[src/sac_pkg.sv]
package sac_pkg;
    // widths
    localparam int          ADDR_W       = 7;
    localparam int          SW_W         = 4;
    localparam int          LVL_W        = 12;
    // station addresses
    localparam logic [6:0]  ADDR_DEFAULT = 7'h7e;   // 126
    localparam logic [6:0]  ADDR_MAX     = 7'h7e;   // highest remote address
    // apb register byte offsets
    localparam logic [7:0]  OFS_CTRL     = 8'h00;
    localparam logic [7:0]  OFS_STATUS   = 8'h04;
    localparam logic [7:0]  OFS_SWITCH   = 8'h08;
    // control register fields
    localparam int          CTRL_W       = 5;
    localparam int          CB_PERMIT    = 0;
    localparam int          CB_CFGCHG    = 1;
    localparam int          CB_RANGE500  = 2;
    localparam int          CB_CALFAIL   = 3;
    localparam int          CB_FAULT     = 4;
    localparam logic [4:0]  CTRL_RESET   = 5'h01;
    // status register fields (above the 7-bit address)
    localparam int          SB_SWZERO    = 8;
    localparam int          SB_AZACT     = 9;
    localparam int          SB_ALARM     = 10;
    localparam int          SB_REGACT    = 11;
    localparam int          SB_CALOK     = 12;
    localparam int          SB_MAINSERR  = 13;
    localparam int          SB_BLOCKED   = 14;
    // actual-value output levels in millivolts
    localparam logic [11:0] LVL_ZERO     = 12'h000;
    localparam logic [11:0] LVL_300C     = 12'h294; // 660 mV
    localparam logic [11:0] LVL_500C     = 12'h190; // 400 mV
    // timing
    localparam int          CLK_HZ       = 10_000_000;
    localparam int          BOOT_MS      = 300;
    localparam int          CAL_MS       = 10_000;
    localparam int          SLOW_HZ      = 1;
    localparam int          FAST_HZ      = 4;
    localparam int          PULSE_MS     = 1_200;
    localparam int          PULSE_W_MS   = 50;
    localparam int          BOOT_CYC     = BOOT_MS * (CLK_HZ / 1000);
    localparam int          CAL_CYC      = CAL_MS * (CLK_HZ / 1000);
    localparam int          SLOW_HALF    = CLK_HZ / (2 * SLOW_HZ);
    localparam int          FAST_HALF    = CLK_HZ / (2 * FAST_HZ);
    localparam int          PULSE_PER    = PULSE_MS * (CLK_HZ / 1000);
    localparam int          PULSE_W      = PULSE_W_MS * (CLK_HZ / 1000);
    localparam logic [1:0]  SYNC_WAIT    = 2'h3;
    // calibration sequencer
    typedef enum logic [1:0] {
        CAL_IDLE = 2'b00,
        CAL_RUN  = 2'b01
    } sac_cal_t;
endpackage : sac_pkg

[src/sac_station_ctrl.sv]
// Rules taken from the document
// switches 1..99 give fixed station address
// switches sampled only once after power-up
// switches 00 accept class 2 address
// switches 00, nothing stored: address 126
// remote address stored non-volatile, reused
// nonzero switches erase stored address
// remote address accepted only up to 126
// calibration lamp lit 0.3 s at power-up
// mains absent: calibration lamp blinks 1 Hz
// changed configuration: alarm lamp during boot
// exchange lamp on during cyclic traffic
// ready, needs calibration, fault lamp patterns
// calibration run: lamp, active flag, 0 V
// calibration done: flag off, rest level
// failed calibration: alarm flag, 1 Hz blink
// heat request gives regulation_active, heat lamp
// master sends zeros before power-up
// master picks communication module first
// error_clear drops latched error after mains
// blocked calibration request: lamp blinks 4 Hz
// nonzero switches reject remote address requests
//
// The APB slave port and the register offsets were decided locally.
`timescale 1ns/1ps
`default_nettype none
module sac_station_ctrl
    import sac_pkg::*;
#(
    parameter int BOOT_CYC  = sac_pkg::BOOT_CYC,
    parameter int CAL_CYC   = sac_pkg::CAL_CYC,
    parameter int SLOW_HALF = sac_pkg::SLOW_HALF,
    parameter int FAST_HALF = sac_pkg::FAST_HALF,
    parameter int PULSE_PER = sac_pkg::PULSE_PER,
    parameter int PULSE_W   = sac_pkg::PULSE_W
) (
    // clock and reset
    input  wire logic                       CLK,
    input  wire logic                       RST,
    // apb slave
    input  wire logic                       PSEL,
    input  wire logic                       PENABLE,
    input  wire logic                       PWRITE,
    input  wire logic [7:0]                 PADDR,
    input  wire logic [31:0]                PWDATA,
    output logic      [31:0]                PRDATA,
    output logic                            PREADY,
    output logic                            PSLVERR,
    // pins: rotary switches and mains sense
    input  wire logic [sac_pkg::SW_W-1:0]   SW_TENS,
    input  wire logic [sac_pkg::SW_W-1:0]   SW_ONES,
    input  wire logic                       MAINS_OK,
    // non-volatile address store
    input  wire logic [sac_pkg::ADDR_W-1:0] NV_ADDR_IN,
    output logic                            NV_WE,
    output logic      [sac_pkg::ADDR_W-1:0] NV_WDATA,
    // fieldbus side
    input  wire logic                       SSA_REQ,
    input  wire logic [sac_pkg::ADDR_W-1:0] SSA_ADDR,
    input  wire logic                       CYCLIC_ACTIVE,
    input  wire logic                       AUTO_ZERO_REQUEST,
    input  wire logic                       HEAT_CYCLE_REQUEST,
    input  wire logic                       ERROR_CLEAR,
    // status towards fieldbus
    output logic      [sac_pkg::ADDR_W-1:0] STATION_ADDR,
    output logic                            AUTO_ZERO_ACTIVE,
    output logic                            ALARM_ACTIVE,
    output logic                            REGULATION_ACTIVE,
    output logic      [sac_pkg::LVL_W-1:0]  ACTUAL_MV,
    // indicator lamps
    output logic                            LED_CAL,
    output logic                            LED_ALARM,
    output logic                            LED_OUTPUT,
    output logic                            LED_HEAT,
    output logic                            LED_EXCH
);
    import sac_pkg::*;

    function automatic logic [6:0] bcd_to_addr(input logic [7:0] sw);
        logic [6:0] t;
        t = {3'h0, sw[7:4]};
        return 7'((t << 3) + (t << 1) + {3'h0, sw[3:0]});
    endfunction : bcd_to_addr

    // pin synchronisers
    logic [7:0] sw_s1_r, sw_s2_r;
    logic       mains_s1_r, mains_s2_r;
    always_ff @(posedge CLK)
    begin
        sw_s1_r    <= {SW_TENS, SW_ONES};
        sw_s2_r    <= sw_s1_r;
        mains_s1_r <= MAINS_OK;
        mains_s2_r <= mains_s1_r;
    end

    logic       slow, fast, pulse;
    sac_timebase #(
        .SLOW_HALF (SLOW_HALF),
        .FAST_HALF (FAST_HALF),
        .PULSE_PER (PULSE_PER),
        .PULSE_W   (PULSE_W)
    ) u_tb (
        .clk   (CLK),
        .rst   (RST),
        .slow  (slow),
        .fast  (fast),
        .pulse (pulse)
    );

    logic [4:0] ctrl_r, ctrl_nxt;

    // station address selection
    logic [1:0] cap_cnt_r, cap_cnt_nxt;
    logic       booted_r, booted_nxt, sw_zero_r, sw_zero_nxt;
    logic [6:0] sw_val_r, sw_val_nxt, addr_r, addr_nxt, nv_wdata_r, nv_wdata_nxt;
    logic       nv_we_r, nv_we_nxt, capture, ssa_ok;
    assign capture = !booted_r && (cap_cnt_r == SYNC_WAIT);
    assign ssa_ok  = booted_r && sw_zero_r && SSA_REQ && (SSA_ADDR <= ADDR_MAX);
    always_comb
    begin
        cap_cnt_nxt  = booted_r ? cap_cnt_r : 2'(cap_cnt_r + 2'h1);
        booted_nxt   = booted_r | capture;
        sw_zero_nxt  = sw_zero_r;
        sw_val_nxt   = sw_val_r;
        addr_nxt     = addr_r;
        nv_we_nxt    = 1'b0;
        nv_wdata_nxt = nv_wdata_r;
        if (capture)
        begin
            sw_val_nxt  = bcd_to_addr(sw_s2_r);
            sw_zero_nxt = (sw_s2_r == 8'h00);
            if (sw_s2_r != 8'h00)
            begin
                addr_nxt     = bcd_to_addr(sw_s2_r);
                nv_we_nxt    = 1'b1;
                nv_wdata_nxt = ADDR_DEFAULT;
            end
            else if (NV_ADDR_IN > ADDR_MAX)
                addr_nxt = ADDR_DEFAULT;
            else
                addr_nxt = NV_ADDR_IN;
        end
        else if (ssa_ok)
        begin
            addr_nxt     = SSA_ADDR;
            nv_we_nxt    = 1'b1;
            nv_wdata_nxt = SSA_ADDR;
        end
    end
    always_ff @(posedge CLK)
    begin
        if (RST)
        begin
            cap_cnt_r  <= 2'h0;
            booted_r   <= 1'b0;
            sw_zero_r  <= 1'b0;
            sw_val_r   <= 7'h00;
            addr_r     <= ADDR_DEFAULT;
            nv_we_r    <= 1'b0;
            nv_wdata_r <= ADDR_DEFAULT;
        end
        else
        begin
            cap_cnt_r  <= cap_cnt_nxt;
            booted_r   <= booted_nxt;
            sw_zero_r  <= sw_zero_nxt;
            sw_val_r   <= sw_val_nxt;
            addr_r     <= addr_nxt;
            nv_we_r    <= nv_we_nxt;
            nv_wdata_r <= nv_wdata_nxt;
        end
    end

    // calibration, error latch and regulation
    sac_cal_t    cal_st_r, cal_st_nxt;
    logic [31:0] cal_cnt_r, cal_cnt_nxt;
    logic        calok_r, calok_nxt, calfail_r, calfail_nxt, blocked_r, blocked_nxt;
    logic        merr_r, merr_nxt, azr_d_r, reg_r, reg_nxt, alarm;
    logic [11:0] lvl_r, lvl_nxt;
    assign alarm = calfail_r | merr_r | ctrl_r[CB_FAULT];
    always_comb
    begin
        cal_st_nxt  = cal_st_r;
        cal_cnt_nxt = cal_cnt_r;
        calok_nxt   = calok_r;
        calfail_nxt = calfail_r;
        blocked_nxt = blocked_r & AUTO_ZERO_REQUEST;
        lvl_nxt     = lvl_r;
        // missing mains latches; set wins over error_clear
        merr_nxt = merr_r;
        if (ERROR_CLEAR && mains_s2_r)
            merr_nxt = 1'b0;
        if (!mains_s2_r)
            merr_nxt = 1'b1;
        unique case (cal_st_r)
            CAL_IDLE:
                if (AUTO_ZERO_REQUEST && !azr_d_r)
                begin
                    if (ctrl_r[CB_PERMIT] && mains_s2_r && !merr_r && !reg_r)
                    begin
                        cal_st_nxt  = CAL_RUN;
                        cal_cnt_nxt = 32'(CAL_CYC - 1);
                        lvl_nxt     = LVL_ZERO;
                        calok_nxt   = 1'b0;
                    end
                    else
                        blocked_nxt = 1'b1;
                end
            CAL_RUN:
                if (cal_cnt_r == 32'h0)
                begin
                    cal_st_nxt = CAL_IDLE;
                    if (ctrl_r[CB_CALFAIL])
                        calfail_nxt = 1'b1;
                    else
                    begin
                        calfail_nxt = 1'b0;
                        calok_nxt   = 1'b1;
                        lvl_nxt     = ctrl_r[CB_RANGE500] ? LVL_500C : LVL_300C;
                    end
                end
                else
                    cal_cnt_nxt = cal_cnt_r - 32'h1;
            default:
                cal_st_nxt = CAL_IDLE;                  // unused codes recover
        endcase
        reg_nxt = HEAT_CYCLE_REQUEST && calok_r && !alarm
                  && (cal_st_r == CAL_IDLE);
    end
    always_ff @(posedge CLK)
    begin
        if (RST)
        begin
            cal_st_r  <= CAL_IDLE;
            cal_cnt_r <= 32'h0;
            calok_r   <= 1'b0;
            calfail_r <= 1'b0;
            blocked_r <= 1'b0;
            merr_r    <= 1'b0;
            azr_d_r   <= 1'b0;
            reg_r     <= 1'b0;
            lvl_r     <= LVL_ZERO;
        end
        else
        begin
            cal_st_r  <= cal_st_nxt;
            cal_cnt_r <= cal_cnt_nxt;
            calok_r   <= calok_nxt;
            calfail_r <= calfail_nxt;
            blocked_r <= blocked_nxt;
            merr_r    <= merr_nxt;
            azr_d_r   <= AUTO_ZERO_REQUEST;
            reg_r     <= reg_nxt;
            lvl_r     <= lvl_nxt;
        end
    end

    // lamp patterns
    logic [31:0] boot_cnt_r, boot_cnt_nxt;
    logic        l_cal_r, l_cal_nxt, l_alm_r, l_alm_nxt, l_out_r, l_out_nxt;
    logic        l_heat_r, l_exch_r, booting;
    assign booting = (boot_cnt_r != 32'h0);
    always_comb
    begin
        boot_cnt_nxt = booting ? boot_cnt_r - 32'h1 : 32'h0;
        if (booting)
            l_cal_nxt = 1'b1;
        else if (!mains_s2_r)
            l_cal_nxt = slow;
        else if (cal_st_r == CAL_RUN)
            l_cal_nxt = 1'b1;
        else if (blocked_r)
            l_cal_nxt = fast;
        else if (merr_r)
            l_cal_nxt = slow;
        else
            l_cal_nxt = 1'b0;
        if (booting)
            l_alm_nxt = ctrl_r[CB_CFGCHG];
        else if (calfail_r)
            l_alm_nxt = slow;
        else if (merr_r || ctrl_r[CB_FAULT])
            l_alm_nxt = 1'b1;
        else if (!calok_r && cal_st_r == CAL_IDLE)
            l_alm_nxt = fast;
        else
            l_alm_nxt = 1'b0;
        if (reg_r)
            l_out_nxt = 1'b1;
        else if (!booting && calok_r && !alarm)
            l_out_nxt = pulse;
        else
            l_out_nxt = 1'b0;
    end
    always_ff @(posedge CLK)
    begin
        if (RST)
        begin
            boot_cnt_r <= 32'(BOOT_CYC);
            l_cal_r    <= 1'b0;
            l_alm_r    <= 1'b0;
            l_out_r    <= 1'b0;
            l_heat_r   <= 1'b0;
            l_exch_r   <= 1'b0;
        end
        else
        begin
            boot_cnt_r <= boot_cnt_nxt;
            l_cal_r    <= l_cal_nxt;
            l_alm_r    <= l_alm_nxt;
            l_out_r    <= l_out_nxt;
            l_heat_r   <= reg_r;
            l_exch_r   <= CYCLIC_ACTIVE;
        end
    end

    // apb slave, one wait state
    logic [31:0] prdata_r, prdata_nxt, status;
    logic        pready_r, pready_nxt, pslverr_r, pslverr_nxt, acc, hit;
    assign acc    = PSEL && PENABLE;
    assign hit    = (PADDR == OFS_CTRL) || (PADDR == OFS_STATUS) || (PADDR == OFS_SWITCH);
    assign status = {17'h0, blocked_r, merr_r, calok_r, reg_r, alarm,
                     (cal_st_r == CAL_RUN), sw_zero_r, 1'b0, addr_r};
    always_comb
    begin
        pready_nxt  = acc && !pready_r;
        pslverr_nxt = acc && !pready_r && !hit;
        prdata_nxt  = 32'h0;
        ctrl_nxt    = ctrl_r;
        if (acc && !pready_r && !PWRITE)
        begin
            if (PADDR == OFS_CTRL)
                prdata_nxt = {27'h0, ctrl_r};
            else if (PADDR == OFS_STATUS)
                prdata_nxt = status;
            else if (PADDR == OFS_SWITCH)
                prdata_nxt = {25'h0, sw_val_r};
        end
        if (acc && pready_r && PWRITE && PADDR == OFS_CTRL)
            ctrl_nxt = PWDATA[4:0];
    end
    always_ff @(posedge CLK)
    begin
        if (RST)
        begin
            ctrl_r    <= CTRL_RESET;
            prdata_r  <= 32'h0;
            pready_r  <= 1'b0;
            pslverr_r <= 1'b0;
        end
        else
        begin
            ctrl_r    <= ctrl_nxt;
            prdata_r  <= prdata_nxt;
            pready_r  <= pready_nxt;
            pslverr_r <= pslverr_nxt;
        end
    end

    assign PRDATA            = prdata_r;
    assign PREADY            = pready_r;
    assign PSLVERR           = pslverr_r;
    assign NV_WE             = nv_we_r;
    assign NV_WDATA          = nv_wdata_r;
    assign STATION_ADDR      = addr_r;
    assign AUTO_ZERO_ACTIVE  = (cal_st_r == CAL_RUN);
    assign ALARM_ACTIVE      = calfail_r;
    assign REGULATION_ACTIVE = reg_r;
    assign ACTUAL_MV         = lvl_r;
    assign LED_CAL           = l_cal_r;
    assign LED_ALARM         = l_alm_r;
    assign LED_OUTPUT        = l_out_r;
    assign LED_HEAT          = l_heat_r;
    assign LED_EXCH          = l_exch_r;
endmodule : sac_station_ctrl
`default_nettype wire

[src/sac_timebase.sv]
`timescale 1ns/1ps
`default_nettype none
module sac_timebase #(
    parameter int SLOW_HALF = 5_000_000,
    parameter int FAST_HALF = 1_250_000,
    parameter int PULSE_PER = 12_000_000,
    parameter int PULSE_W   = 500_000
) (
    // clock and reset
    input  wire logic clk,
    input  wire logic rst,
    // blink patterns
    output logic      slow,
    output logic      fast,
    output logic      pulse
);
    logic [31:0] slow_cnt_r, slow_cnt_nxt;
    logic [31:0] fast_cnt_r, fast_cnt_nxt;
    logic [31:0] pul_cnt_r,  pul_cnt_nxt;
    logic        slow_r, slow_nxt, fast_r, fast_nxt, pulse_r, pulse_nxt;

    // free-running dividers
    always_comb
    begin
        slow_cnt_nxt = slow_cnt_r + 32'h1;
        slow_nxt     = slow_r;
        fast_cnt_nxt = fast_cnt_r + 32'h1;
        fast_nxt     = fast_r;
        pul_cnt_nxt  = pul_cnt_r + 32'h1;
        if (slow_cnt_r == 32'(SLOW_HALF - 1))
        begin
            slow_cnt_nxt = 32'h0;
            slow_nxt     = ~slow_r;
        end
        if (fast_cnt_r == 32'(FAST_HALF - 1))
        begin
            fast_cnt_nxt = 32'h0;
            fast_nxt     = ~fast_r;
        end
        if (pul_cnt_r == 32'(PULSE_PER - 1))
            pul_cnt_nxt = 32'h0;
        pulse_nxt = (pul_cnt_nxt < 32'(PULSE_W));
    end

    always_ff @(posedge clk)
    begin
        if (rst)
        begin
            slow_cnt_r <= 32'h0;
            fast_cnt_r <= 32'h0;
            pul_cnt_r  <= 32'h0;
            slow_r     <= 1'b0;
            fast_r     <= 1'b0;
            pulse_r    <= 1'b0;
        end
        else
        begin
            slow_cnt_r <= slow_cnt_nxt;
            fast_cnt_r <= fast_cnt_nxt;
            pul_cnt_r  <= pul_cnt_nxt;
            slow_r     <= slow_nxt;
            fast_r     <= fast_nxt;
            pulse_r    <= pulse_nxt;
        end
    end

    assign slow  = slow_r;
    assign fast  = fast_r;
    assign pulse = pulse_r;
endmodule : sac_timebase
`default_nettype wire

[config.mk]
export PLATFORM = sky130hd
export DESIGN_NAME = sac_station_ctrl
export DESIGN_NICKNAME = d
export VERILOG_FILES = /design/src/sac_pkg.sv /design/src/sac_station_ctrl.sv /design/src/sac_timebase.sv
export SDC_FILE = /design/constraint.sdc
export NUM_CORES = 1
export LEC_CHECK = 0
export ABC_AREA = 1
export BUFFER_PORTS_ARGS = -buffer_cell sky130_fd_sc_hd__buf_2
export CAP_MARGIN = 40
export CORE_MARGIN = 5
export CORE_UTILIZATION = 64
export DETAILED_ROUTE_END_ITERATION = 12
export GPL_ROUTABILITY_DRIVEN = 0
export GPL_TIMING_DRIVEN = 1
export PLACE_DENSITY = 0.91
export SLEW_MARGIN = 20
export SYNTH_ARGS = -nofsm -noshare
export SYNTH_HDL_FRONTEND = slang
export SYNTH_HIERARCHICAL = 1
export SYNTH_SLANG_ARGS = --single-unit
[constraint.sdc]
create_clock -name CLK -period 6.2 [get_ports CLK]
set_input_delay 0.31 -clock CLK [delete_from_list [all_inputs] [get_ports CLK]]
set_output_delay 0.31 -clock CLK [all_outputs]
set_load 0.1 [all_outputs]
==> flow_summary.ini <==
[die]
placementRows = 51
ios = 142
die_h_um = 149.4
fp.coreArea_um2 = 19270
die_area_um2 = 22320
initial_core_util_pct = 64.52
fp.dieW_um = 149.4

[finish]
layout.cells.non_filler = 2198
num-fill-cells = 1507
final_layout_size_suffix_gt1_share_pct = 12.36
syn_to_final_growth_pct = 12.20
n_antenna_cell = 0
nets = 2004

[synthesis]
yosys_warnings = 6
synth_area_leaders = dfxtp_1, nand2_1, nor2_1
ys_types = 54
syn_avg_cell_area_um2 = 6.840
synth_seq_cells = 242
yosysTopAreaCellShare_pct = 38.96
ys_seq_area_share_pct = 38.96
syn-instance-count = 1818
synth_area_um2 = 12430
synth_top_cell_by_area = dfxtp_1

[global_route]
grt_overflow = 0
grt_pass1_wl_mm = 51.96
grt_pass1_vias = 11490
grt_start_max_net_pins = 69
antenna_found_initial = 0
gr-usage-all-layers_pct = 27.49

[place]
io_buffers = 89
dp_cells = 2143
hpwlAfterDp_mm = 22.09

[power]
p_total_mw = 3.841
p_switching_mw = 1.128
p_per_area_nw_per_um2 = 275.3
p_int_mw = 2.713
clockPowerShare_pct = 40.7
swShare_pct = 29.36
p_leak_nw = 5.722
vdd_drop_max_mv = 0.2574
combinationalPowerShare_pct = 15.8
p_seq_share_pct = 43.5

[cts]
cts_buffers = 25
root_buffer = clkbuf_16
cts.clk_slew.worst_paths_ns = 0.06
cts.sinks = 242
cts_setup_buffers = 0
ctsResizeCount = 0
clockBufferDepth = 3
cts_tree = built
hold_buffers = 10
clk_latency_ns = 0.52
htreeDepth = 1

[sta]
setup_viol = 0
worstMarginPinSlew_ns = 0.8190
rsz0062_at_grt = no
period_share_pct = 40.07
finalClockSkew_ns = 0.01026
slew_headroom_pct = 45.20
hold_viol = 0
setup_tns_ns = 0
fmax_ghz = 0.4025
drv_slew = 0
period_minus_slack_ns = 2.484

[critical_path]
criticalPathCategory = reg -> reg
cp.arrival_ns = 2.84
cp-end-kind = flip-flop
required_ns = 6.56
start_kind = flip-flop
crit_fanout = 31

[min_path]
hold_class = in -> reg

[outcome]
outcome = complete, no violations

[drt]
drtIter0Drc = 1237
first_pass_iters = 5
vias_per_cell = 5.537
drt_wl_total_mm = 30.98
drc = 0
routedWlPerCell_um = 14.09
drtAntennaViolNets = 0
num_vias = 12170

[run]
drv_cap = 0
==> layer usage <==
layer  track usage, %  wire [um]  up-vias
met3            4.406       2556      113
met2            48.21      14880      549
met5                0          0        -
li1                 -          -     5974
met4            11.58       1132        0
met1            33.51      12400     5534
==> cell usage after synthesis, drive strengths merged <==
| library cell | n |
|---|---|
| o211ai | 13 |
| nand4 | 52 |
| ha | 14 |
| or2 | 20 |
| nor3b | 14 |
| nor4 | 13 |
| o21a | 1 |
| fa | 2 |
| o2111ai | 1 |
| clkbuf | 14 |
| nand3 | 113 |
| dfxtp | 242 |
| nand2 | 440 |
| a31o | 1 |
| xnor2 | 12 |
| xor2 | 32 |
| a211oi | 2 |
| a21boi | 1 |
| and2 | 3 |
| o31ai | 1 |
| inv | 205 |
| o21ai | 55 |
| a21oi | 93 |
| nand3b | 3 |
| buf | 44 |
| a31oi | 5 |
| o21bai | 1 |
| clkinv | 1 |
| and3 | 1 |
| o22ai | 1 |
| conb | 1 |
| nor3 | 58 |
| nor2 | 359 |
==> through the flow <==
| stage | setup WS, ns | cell area, um2 | hold WS, ns | util, % |
|---|---|---|---|---|
| 6_report | 3.716 | 13950 | 0.04233 | 72.39 |
| 5_1_grt | 3.549 | 13950 | 0.05626 | 72.39 |
| 4_1_cts | 3.789 | 13950 | 0.03707 | 72.39 |
| 3_5_place_dp | 3.853 | 12980 | 0.3154 | 67.37 |
| 3_3_place_gp | 3.643 | 12940 | 0.3154 | 67.15 |
| 2_1_floorplan | 4.035 | 12520 | 0.3096 | - |
==> registers in the layout, summed over array words and instances (netlist names), 8 cells and up <==
| register | flops |
|---|---|
| PRDATA | 14 |
| cal_cnt_r | 32 |
| u_tb/slow_cnt_r | 32 |
| u_tb/pul_cnt_r | 32 |
| sw_s1_r | 8 |
| boot_cnt_r | 32 |
| sw_s2_r | 8 |
| u_tb/fast_cnt_r | 32 |
==> worst max-delay path: stages (launching register included) <==
cell and delay, ns:
dfxtp_1 0.31, inv_1 0.17, ha_1 0.31, nand2_2 0.10
inv_2 0.11, nand2_2 0.11, nor2_4 0.13, nand3_4 0.16
nand2_4 0.34, inv_2 0.29, nand2_1 0.19, a21oi_1 0.09
==> power by group through the flow <==
stage	Clock (mW)	Combinational, mW	Sequential (mW)
after floorplan	0	0.391	1.79
after global placement	0	0.568	1.70
after detailed placement	0	0.588	1.70
after CTS	1.58	0.600	1.67
after global routing	1.65	0.665	1.68
final	1.56	0.608	1.67
==> layout by cell type (no fill, tap or decap), drive strengths merged, types with 10 or more instances in the layout <==
| cell type | n |
|---|---|
| nand2 | 440 |
| nor2 | 359 |
| dfxtp | 242 |
| inv | 206 |
| nand3 | 113 |
| buf | 94 |
| a21oi | 93 |
| nor3 | 58 |
| o21ai | 55 |
| nand4 | 52 |
| clkbuf | 35 |
| xor2 | 32 |
| conb | 25 |
| or2 | 20 |
| ha | 14 |
| nor3b | 14 |
| o211ai | 13 |
| nor4 | 13 |
| xnor2 | 12 |
| dlygate4sd3 | 10 |
==> final timing paths <==
kind                                    startpoint           endpoint  slack, ns  depth (start not counted)
worst min register to register          mains_s1_r         mains_s2_r       0.33                          0
worst max register to register        cal_cnt_r[0]       cal_cnt_r[3]       3.72                         11
worst min-delay path            HEAT_CYCLE_REQUEST  REGULATION_ACTIVE       0.04                          3
worst max-delay path                  cal_cnt_r[0]       cal_cnt_r[3]       3.72                         11
==> layout make-up <==
class | count | area, um2 | area share (%)
well taps | 265 | 331.6 | 2.377
clock buffers | 35 | 723.2 | 5.184
inverters | 206 | 773.2 | 5.543
clock inverters | 10 | 145.1 | 1.040
multi-input cells | 1336 | 6531 | 46.82
flip-flops and latches | 242 | 4845 | 34.73
repair buffers | 104 | 601.8 | 4.314
==> logic make-up (layout without fill, tap and decap cells) <==
group	Yosys count	after routing	share of synthesized area, %
simple gates	1076	1076	39.36
other cells	1	25	0.03016
flops	242	242	38.96
compound gates	175	175	7.577
buf+inv	264	355	9.237
xor+xnor	44	44	3.099
fa+ha+maj	16	16	1.731
No activity file was read; power rests on OpenSTA's default activity.
